==> config.mk <==
export PLATFORM = sky130hd
export DESIGN_NAME = tmt_test_mode_trim_access
export DESIGN_NICKNAME = d
export VERILOG_FILES = /design/src/verilog/tmt_test_mode_trim_access.v /design/src/verilog/tmt_trim_cell.v
export VERILOG_INCLUDE_DIRS = /design/src /design/src/verilog
export SDC_FILE = /design/constraint.sdc
export NUM_CORES = 1
export LEC_CHECK = 0
export BUFFER_PORTS_ARGS = -buffer_cell sky130_fd_sc_hd__buf_2
export CAP_MARGIN = 20
export CELL_PAD_IN_SITES_DETAIL_PLACEMENT = 1
export CELL_PAD_IN_SITES_GLOBAL_PLACEMENT = 2
export CORE_MARGIN = 2
export CORE_UTILIZATION = 29
export DETAILED_ROUTE_END_ITERATION = 10
export PLACE_DENSITY_LB_ADDON = 0.25
export SLEW_MARGIN = 10
export SYNTH_ARGS = -nofsm -noshare
export SYNTH_HDL_FRONTEND = slang
export SYNTH_SLANG_ARGS = --single-unit
export TNS_END_PERCENT = 30
==> constraint.sdc <==
create_clock -name i_mclk -period 1.8 [get_ports i_mclk]
set_clock_uncertainty 0.1 [all_clocks]
set_input_delay 0.27 -clock i_mclk [delete_from_list [all_inputs] [get_ports i_mclk]]
set_output_delay 0.27 -clock i_mclk [all_outputs]
set_load 0.05 [all_outputs]
==> src/verilog/tmt_defines.vh <==
// constants for the test-mode trim access block
`ifndef TMT_DEFINES_VH
`define TMT_DEFINES_VH
`define TMT_REG_WIDTH 16
`define TMT_TRIM_WIDTH 6
`define TMT_TRIM_LSB 0
`define TMT_TRIM_MSB 5
`define TMT_SEL_LSB 6
`define TMT_SEL_MSB 7
`define TMT_OSC1_LSB 8
`define TMT_OSC1_MSB 9
`define TMT_XT2_LSB 10
`define TMT_XT2_MSB 11
`define TMT_NUM_TRIM 4
`define TMT_SEL_AFE_PLL 2'h0
`define TMT_SEL_SYS_PLL 2'h1
`define TMT_SEL_BANDGAP 2'h2
`define TMT_SEL_FLASH_OSC 2'h3
`define TMT_ZERO16 16'h0000
`define TMT_ZERO6 6'h00
`define TMT_ZERO2 2'h0
`define TMT_ZERO4 4'h0
`endif

==> src/verilog/tmt_test_mode_trim_access.v <==
// test-mode trim register: selector, trim word and oscillator test bits
//
// Functional notes
// - trim word bits 5:0 exchange value with trim register chosen by bits 7:6
// - in test mode a write loads trim value into selected trim register
// - trim word read returns the live selected trim register contents
// - trim registers load from flash information block during the power-on load
// - without test mode enable reads give zero and writes are ignored
// - selector 00 front-end pll, 01 system pll, 10 bandgap, 11 flash oscillator
// - bits 8 and 9 test the system crystal oscillator
// - selector and test bits clear on power-on reset or test-logic-reset state; trim registers clear on power-on reset only
// - bits 11:0 accessible only while test mode enable is set
//
// Implementation choices: the address map and the plain strobed port.
`timescale 1ns/1ns
`include "tmt_defines.vh"
module tmt_test_mode_trim_access #(
    parameter TRIM_WIDTH = `TMT_TRIM_WIDTH
) (
    // clock, reset, enable
    input wire i_mclk,
    input wire i_resetn,
    input wire i_ce,
    input wire i_tap_logic_reset,
    // test mode control
    input wire i_test_mode_enable,
    // register port
    input wire i_reg_wr,
    input wire i_reg_rd,
    input wire [`TMT_REG_WIDTH-1:0] i_reg_wdata,
    output reg [`TMT_REG_WIDTH-1:0] o_reg_rdata,
    // flash information block values, presented during the power-on load
    input wire i_por_load,
    input wire [TRIM_WIDTH-1:0] i_flash_afe_pll,
    input wire [TRIM_WIDTH-1:0] i_flash_sys_pll,
    input wire [TRIM_WIDTH-1:0] i_flash_bandgap,
    input wire [TRIM_WIDTH-1:0] i_flash_flash_osc,
    // trim outputs to analog
    output wire [TRIM_WIDTH-1:0] o_trim_afe_pll,
    output wire [TRIM_WIDTH-1:0] o_trim_sys_pll,
    output wire [TRIM_WIDTH-1:0] o_trim_bandgap,
    output wire [TRIM_WIDTH-1:0] o_trim_flash_osc,
    // oscillator test bits
    output wire [1:0] o_primary_oscillator_test_bits,
    output wire [1:0] o_afe_oscillator_test_bits
);
    reg rst_meta;
    reg rst_sync;
    reg [1:0] trim_target_select;
    reg [1:0] osc1_bits;
    reg [1:0] xt2_bits;
    reg [TRIM_WIDTH-1:0] sel_trim;
    reg [`TMT_REG_WIDTH-1:0] next_rdata;
    wire [TRIM_WIDTH*`TMT_NUM_TRIM-1:0] flash_bus;
    wire [TRIM_WIDTH*`TMT_NUM_TRIM-1:0] trim_bus;
    wire wr_ok;
    wire [1:0] wr_sel;

    always @(posedge i_mclk or negedge i_resetn) begin
        if (!i_resetn) begin
            rst_meta <= 1'b0;
            rst_sync <= 1'b0;
        end else begin
            rst_meta <= 1'b1;
            rst_sync <= rst_meta;
        end
    end

    assign wr_ok = i_reg_wr & i_test_mode_enable;
    assign wr_sel = i_reg_wdata[`TMT_SEL_MSB:`TMT_SEL_LSB];
    assign flash_bus = {i_flash_flash_osc, i_flash_bandgap, i_flash_sys_pll, i_flash_afe_pll};

    genvar g;
    generate
        for (g = 0; g < `TMT_NUM_TRIM; g = g + 1) begin : g_trim
            tmt_trim_cell #(
                .WIDTH(TRIM_WIDTH)
            ) u_cell (
                .i_mclk(i_mclk),
                .i_rst_n(rst_sync),
                .i_ce(i_ce),
                .i_por_load(i_por_load),
                .i_flash_value(flash_bus[g*TRIM_WIDTH +: TRIM_WIDTH]),
                .i_wr(wr_ok && (wr_sel == g)),
                .i_wr_value(i_reg_wdata[`TMT_TRIM_MSB:`TMT_TRIM_LSB]),
                .o_trim(trim_bus[g*TRIM_WIDTH +: TRIM_WIDTH])
            );
        end
    endgenerate

    assign o_trim_afe_pll = trim_bus[0 +: TRIM_WIDTH];
    assign o_trim_sys_pll = trim_bus[TRIM_WIDTH +: TRIM_WIDTH];
    assign o_trim_bandgap = trim_bus[2*TRIM_WIDTH +: TRIM_WIDTH];
    assign o_trim_flash_osc = trim_bus[3*TRIM_WIDTH +: TRIM_WIDTH];
    assign o_primary_oscillator_test_bits = osc1_bits;
    assign o_afe_oscillator_test_bits = xt2_bits;

    // control bits of the register
    always @(posedge i_mclk or negedge rst_sync) begin
        if (!rst_sync) begin
            trim_target_select <= `TMT_ZERO2;
            osc1_bits <= `TMT_ZERO2;
            xt2_bits <= `TMT_ZERO2;
        end else if (i_ce) begin
            if (i_tap_logic_reset) begin
                trim_target_select <= `TMT_ZERO2;
                osc1_bits <= `TMT_ZERO2;
                xt2_bits <= `TMT_ZERO2;
            end else if (wr_ok) begin
                trim_target_select <= wr_sel;
                osc1_bits <= i_reg_wdata[`TMT_OSC1_MSB:`TMT_OSC1_LSB];
                xt2_bits <= i_reg_wdata[`TMT_XT2_MSB:`TMT_XT2_LSB];
            end
        end
    end

    // live view of the selected trim register
    always @* begin
        case (trim_target_select)
            `TMT_SEL_AFE_PLL: sel_trim = trim_bus[0 +: TRIM_WIDTH];
            `TMT_SEL_SYS_PLL: sel_trim = trim_bus[TRIM_WIDTH +: TRIM_WIDTH];
            `TMT_SEL_BANDGAP: sel_trim = trim_bus[2*TRIM_WIDTH +: TRIM_WIDTH];
            default: sel_trim = trim_bus[3*TRIM_WIDTH +: TRIM_WIDTH];
        endcase
    end

    always @* begin
        next_rdata = `TMT_ZERO16;
        if (i_reg_rd && i_test_mode_enable) begin
            next_rdata[`TMT_TRIM_MSB:`TMT_TRIM_LSB] = sel_trim;
            next_rdata[`TMT_SEL_MSB:`TMT_SEL_LSB] = trim_target_select;
            next_rdata[`TMT_OSC1_MSB:`TMT_OSC1_LSB] = osc1_bits;
            next_rdata[`TMT_XT2_MSB:`TMT_XT2_LSB] = xt2_bits;
        end
    end

    always @(posedge i_mclk or negedge rst_sync) begin
        if (!rst_sync) begin
            o_reg_rdata <= `TMT_ZERO16;
        end else if (i_ce) begin
            o_reg_rdata <= next_rdata;
        end
    end
endmodule // tmt_test_mode_trim_access

==> src/verilog/tmt_trim_cell.v <==
// one internal trim register: power-on load, test-mode override
`timescale 1ns/1ns
`include "tmt_defines.vh"
module tmt_trim_cell #(
    parameter WIDTH = `TMT_TRIM_WIDTH
) (
    // clock and reset
    input wire i_mclk,
    input wire i_rst_n,
    input wire i_ce,
    // load sources
    input wire i_por_load,
    input wire [WIDTH-1:0] i_flash_value,
    input wire i_wr,
    input wire [WIDTH-1:0] i_wr_value,
    // held trim
    output reg [WIDTH-1:0] o_trim
);
    always @(posedge i_mclk or negedge i_rst_n) begin
        if (!i_rst_n) begin
            o_trim <= {WIDTH{1'b0}};
        end else if (i_ce) begin
            if (i_por_load) begin
                o_trim <= i_flash_value;
            end else if (i_wr) begin
                o_trim <= i_wr_value;
            end
        end
    end
endmodule // tmt_trim_cell

-- After elaboration in Yosys (flattened, before gate mapping)
Cells that the tools add are included.
- flip-flop bits (word level): 44
- input bits: 48
- output and inout port bits: 44
- logic and storage cells: 49
- equal/unequal tests: 5
- muxes and demuxes: 16
- bitwise operators: 1
- reductions and logical operators: 17
- operator list (operator ; count):
    6-bit 2-to-1 mux ; 8
    6-bit case mux with 3 select lines ; 1
    12-bit 2-to-1 mux ; 1
    2-bit 2-to-1 mux ; 6
    2-bit AND reduction ; 5
    2-bit nonzero test ; 5
    2-bit equality test, second input constant ; 3
    1-bit logical AND ; 5
    2-bit by 1-bit equality test with 1-bit output, second input constant ; 2
    2-bit logical NOT ; 2
    1-bit bitwise AND ; 1

-- Longest topological paths before layout
- depth in word-level cells: 4
- gate-level depth with buffers: 5
- gate-level depth less buffers: 3

-- Hierarchy
A second synthesis with hierarchy kept.
- cells, all modules: 218
- area total of the unflattened synthesis: 2292.2 um^2
- by module, submodules not included (module ; times used ; cells an instance ; area each (um^2) ; seq. area each (um^2)):
    tmt_trim_cell ; 4 ; 31 ; 320.3 ; 150.1
    tmt_test_mode_trim_access ; 1 ; 94 ; 1011.0 ; 500.5

-- Worst setup path before layout
OpenSTA, ideal clock, no wires.
- path type: register to register
- from: reg g_trim[3].u_cell.o_trim[2]
- to: reg o_reg_rdata[2]
- library setup time: 132 ps
- arrival: 1193 ps
- data required time: 1568 ps
- setup slack: 375 ps
- cell stages (with the launch flop): 4
- path buffers: 0
- period minus slack after synthesis: 1425 ps
- cell sequence: dfrtp_1 mux4_2 nand2_1 o21ai_1
- longest elaborated chain between the ends: 2
- ends and longest elaborated chain (item ; RTL line ; text):
    start: declaration ; tmt_trim_cell.v:17 ; output reg [WIDTH-1:0] o_trim
    start signal: assignment ; tmt_trim_cell.v:21 ; o_trim <= {WIDTH{1'b0}};
    start signal: assignment ; tmt_trim_cell.v:24 ; o_trim <= i_flash_value;
    start signal: assignment ; tmt_trim_cell.v:26 ; o_trim <= i_wr_value;
    6-bit case mux with 3 select lines ; tmt_test_mode_trim_access.v:119 ; case (trim_target_select)
    12-bit 2-to-1 mux ; tmt_test_mode_trim_access.v:129 ; if (i_reg_rd && i_test_mode_enable) begin
    end signal: assignment ; tmt_test_mode_trim_access.v:139 ; o_reg_rdata <= `TMT_ZERO16;
    end signal: assignment ; tmt_test_mode_trim_access.v:141 ; o_reg_rdata <= next_rdata;
    end: declaration ; tmt_test_mode_trim_access.v:31 ; output reg [`TMT_REG_WIDTH-1:0] o_reg_rdata,
Every way passes these cells.
A chain may end at the register's enable or synchronous reset.

-- Worst setup path in the final report
- from: reg trim_target_select[0]
- to: reg o_reg_rdata[3]
- longest elaborated chain between the ends: 3
- elaborated cells on any way between the ends: 5
- those cells by class: 2 x eq/ne; 2 x mux; 1 x reduce/logical
- ends and longest elaborated chain (item ; RTL line ; text):
    start: declaration ; tmt_test_mode_trim_access.v:49 ; reg [1:0] trim_target_select;
    start signal: assignment ; tmt_test_mode_trim_access.v:101 ; trim_target_select <= `TMT_ZERO2;
    start signal: assignment ; tmt_test_mode_trim_access.v:106 ; trim_target_select <= `TMT_ZERO2;
    start signal: assignment ; tmt_test_mode_trim_access.v:110 ; trim_target_select <= wr_sel;
    2-bit equality test, or another cell as far along ; tmt_test_mode_trim_access.v:119 ;
    6-bit case mux with 3 select lines * ; tmt_test_mode_trim_access.v:119 ;
    12-bit 2-to-1 mux * ; tmt_test_mode_trim_access.v:129 ;
Mark *: on every way between the ends. The rest lies on a longest branch, timed or not.

==> flow_metrics.env <==
export IMPL_status="finished clean"
export IMPL_yosysTopAreaCell="dfrtp_1"
export IMPL_vias=1936
export IMPL_drtIter0Drc=51
export IMPL_numCtsBuffers=5
export IMPL_synth_cells=212
export IMPL_path_max_fanout=8
export IMPL_diodes=0
export IMPL_crit_chain="mux4_2 > nand2_1 > o21ai_1"
export IMPL_ys_ff_latch=44
export IMPL_maxSlewHeadroom_pct=65.0
export IMPL_viasPerCell=4.93
export IMPL_vdd_drop_max_mv=0.285
export IMPL_hold_viol_final=0
export IMPL_drive_above_1_share_pct=40.5
export IMPL_clk_path_buf_depth=2
export IMPL_fp_coreArea_mm2=0.00765
export IMPL_syn2layout_area_growth_pct=26.0
export IMPL_place_congestion=0.763
export IMPL_period_needed_ns=1.58
export IMPL_cap_violations=0
export IMPL_io_buffer_count=83
export IMPL_worstRegToRegCells=3
export IMPL_p_leak_uw=0.00129
export IMPL_die_area_mm2=0.00857
export IMPL_nNetsFinal=338
export IMPL_die_w_um=92.6
export IMPL_ys_seq_area_share_pct=48.4
export IMPL_cp_data_arrival_time_ns=1.67
export IMPL_clkLatencyLatePin_ns=0.30
export IMPL_synth_cell_type_count=29
export IMPL_r2r_slack_ns=0.22
export IMPL_wl_um=6680
export IMPL_rsz0062_at_grt="no"
export IMPL_grt_first_pass_wirelength_um=10800
export IMPL_root_buffer="clkbuf_8"
export IMPL_synth_top_area_share_pct=48.4
export IMPL_post_cts_setup_buffer_count=0
export IMPL_cts_tree="done"
export IMPL_io_pins=92
export IMPL_finalPower_uw=3030
export IMPL_report_final_setup_viol=0
export IMPL_yosys_top_cells_area="dfrtp_1 (48%), o22ai_1 (6.6%), mux4_2 (5.9%)"
export IMPL_post_route_period_util_pct=88.0
export IMPL_postRouteAntennaNets=0
export IMPL_r2r_end="o_reg_rdata[3]$_DFFE_PN0P_"
export IMPL_critPathLaunchType="flip-flop"
export IMPL_antenna_found_initial=0
export IMPL_drc=0
export IMPL_holdWs_ns=0.148
export IMPL_timing_rr_start="trim_target_select[0]$_DFFE_PN0P_"
export IMPL_cp_data_required_time_ns=1.89
export IMPL_initial_utilization_pct=29.7
export IMPL_grtUsageTotal_pct=16.4
export IMPL_grt_pass1_vias=1921
export IMPL_placementRows=32
export IMPL_final_common_cell="buf_2"
export IMPL_max_stage_delay_ns=0.64
export IMPL_h_tree_depth=2
export IMPL_critical_path_class="reg2reg"
export IMPL_grt_max_degree=32
export IMPL_die_h_um=92.6
export IMPL_critPathCaptureType="flip-flop"
export IMPL_synthesis_area_mm2=0.00227
export IMPL_clock_sinks=44
export IMPL_cts_resized=0
export IMPL_report_final_slew_viol_count=0
export IMPL_place_hpwl_um=5070
export IMPL_p_per_area_mw_per_mm2=1060
export IMPL_drtPass1Iterations=4
export IMPL_hold_path_class="reg2async"
export IMPL_ys_warn_count=0
export IMPL_avgRoutedWirePerCell_um=17.0
export IMPL_finalSetupTns_ns=0
export IMPL_max_slew_worst_pin_slew_ns=0.525
export IMPL_clk_pin_slew_ns=0.09
export IMPL_critPathSlowestCell="dfrtp_1"
export IMPL_fmax_ghz=0.632
export IMPL_syn_area_per_cell_um2=10.7
export IMPL_layout_common_cells="buf_2 (83), dfrtp_1 (43), o22ai_1 (24), nor3_1 (20)"
export IMPL_overflow=0
-- per-stage QoR --
step / utilization (%) / cell area, µm² / worst slack [ns] / cells
3_3_place_gp: 35.9 / 2740 / 0.211 / 384
5_1_grt: 37.5 / 2870 / 0.127 / 393
6_report: 37.5 / 2870 / 0.217 / 393
3_5_place_dp: 35.9 / 2740 / 0.185 / 384
4_1_cts: 37.5 / 2870 / 0.183 / 393
2_1_floorplan: - / 2290 / 0.375 / 215
-- flip-flops by register name (all words and copies together), names as in the netlist --
signal / cells
o_afe_oscillator_test_bits: 2
trim_target_select: 2
rst_meta: 1
o_reg_rdata: 12
g_trim.u_cell.o_trim: 24
rst_sync: 1
o_primary_oscillator_test_bits: 2
-- synthesized netlist by cell type --
cell type and number:
o21ai_0 2, and4_1 1, nor2b_1 6, and3_1 1, conb_1 2, o22ai_1 24
nand2_2 1, and4b_1 2, buf_1 1, buf_2 7, a21o_1 1, a211oi_2 10
nor3_1 20, clkbuf_1 4, buf_6 4, nand2b_1 1, mux2i_1 4, nor2_1 5
mux4_2 6, mux2_1 6, and2_4 4, dfrtp_1 44, o21ai_1 10, a21oi_1 4
inv_1 13, and4bb_1 1, a211oi_1 10, nand2_1 13, buf_4 5
-- metal layers --
metal	GRT usage (%)	up-vias	part of all wire [%]
li1	-	920	-
met1	23.3	963	47
met2	25.2	48	48
met3	3.50	5	4.5
met4	4.48	0	1.0
met5	0	-	0
-- how the worst max path moves through the flow --
stage               cells after the start                                     end  slack (ns)                                   start
floorplan                               3              o_reg_rdata[2]$_DFFE_PN0P_        0.37  g_trim[3].u_cell.o_trim[2]$_DFFE_PN0P_
global placement                        4  g_trim[0].u_cell.o_trim[3]$_DFFE_PN0P_        0.21                                    i_ce
detailed placement                      4  g_trim[0].u_cell.o_trim[1]$_DFFE_PN0P_        0.18                                    i_ce
CTS                                     3              o_reg_rdata[3]$_DFFE_PN0P_        0.18       trim_target_select[0]$_DFFE_PN0P_
global route                            3              o_reg_rdata[3]$_DFFE_PN0P_        0.13       trim_target_select[0]$_DFFE_PN0P_
finish                                  3              o_reg_rdata[3]$_DFFE_PN0P_        0.22       trim_target_select[0]$_DFFE_PN0P_
-- power breakdown --
group	switching, µW	leakage [µW]	internal, µW
clock	351	0.0000541	411
combinational	692	0.000690	307
sequential	154	0.000544	1110
total	1200	0.00129	1830
-- cells by family (layout without fill, tap and decap cells) --
group | after synthesis | in the layout | synth area share [%]
AO/OA/AOI/OAI | 61 | 61 | 19.3
buffers and inverters | 34 | 110 | 8.14
flip-flops | 44 | 44 | 48.4
multiplexers | 16 | 16 | 10.7
other | 2 | 5 | 0.330
AND/OR/NAND/NOR | 55 | 55 | 13.2
-- worst max-delay path: cells and delay by family, from the launching register on --
kind               cells  cell delay (ns)
DFF                    1             0.64
muxes                  1             0.58
and+or+nand+nor        1             0.09
AOI/OAI and AO/OA      1             0.07
-- final cells by class --
class                      count  area (µm²)
fill                         899        4780
sequential                    44        1100
multi-input combinational    137        1000
timing repair buffer          89         475
tap                          102         128
clock buffer                   5        68.8
inverter                      13        48.8
clock inverter                 3        42.5
-- timing repair --
item,4_1_cts,5_1_grt
endpoints found under the setup margin,0,0
hold buffers,1,0
endpoints found under the hold margin,2,0
(Power assumes the default switching activity.)
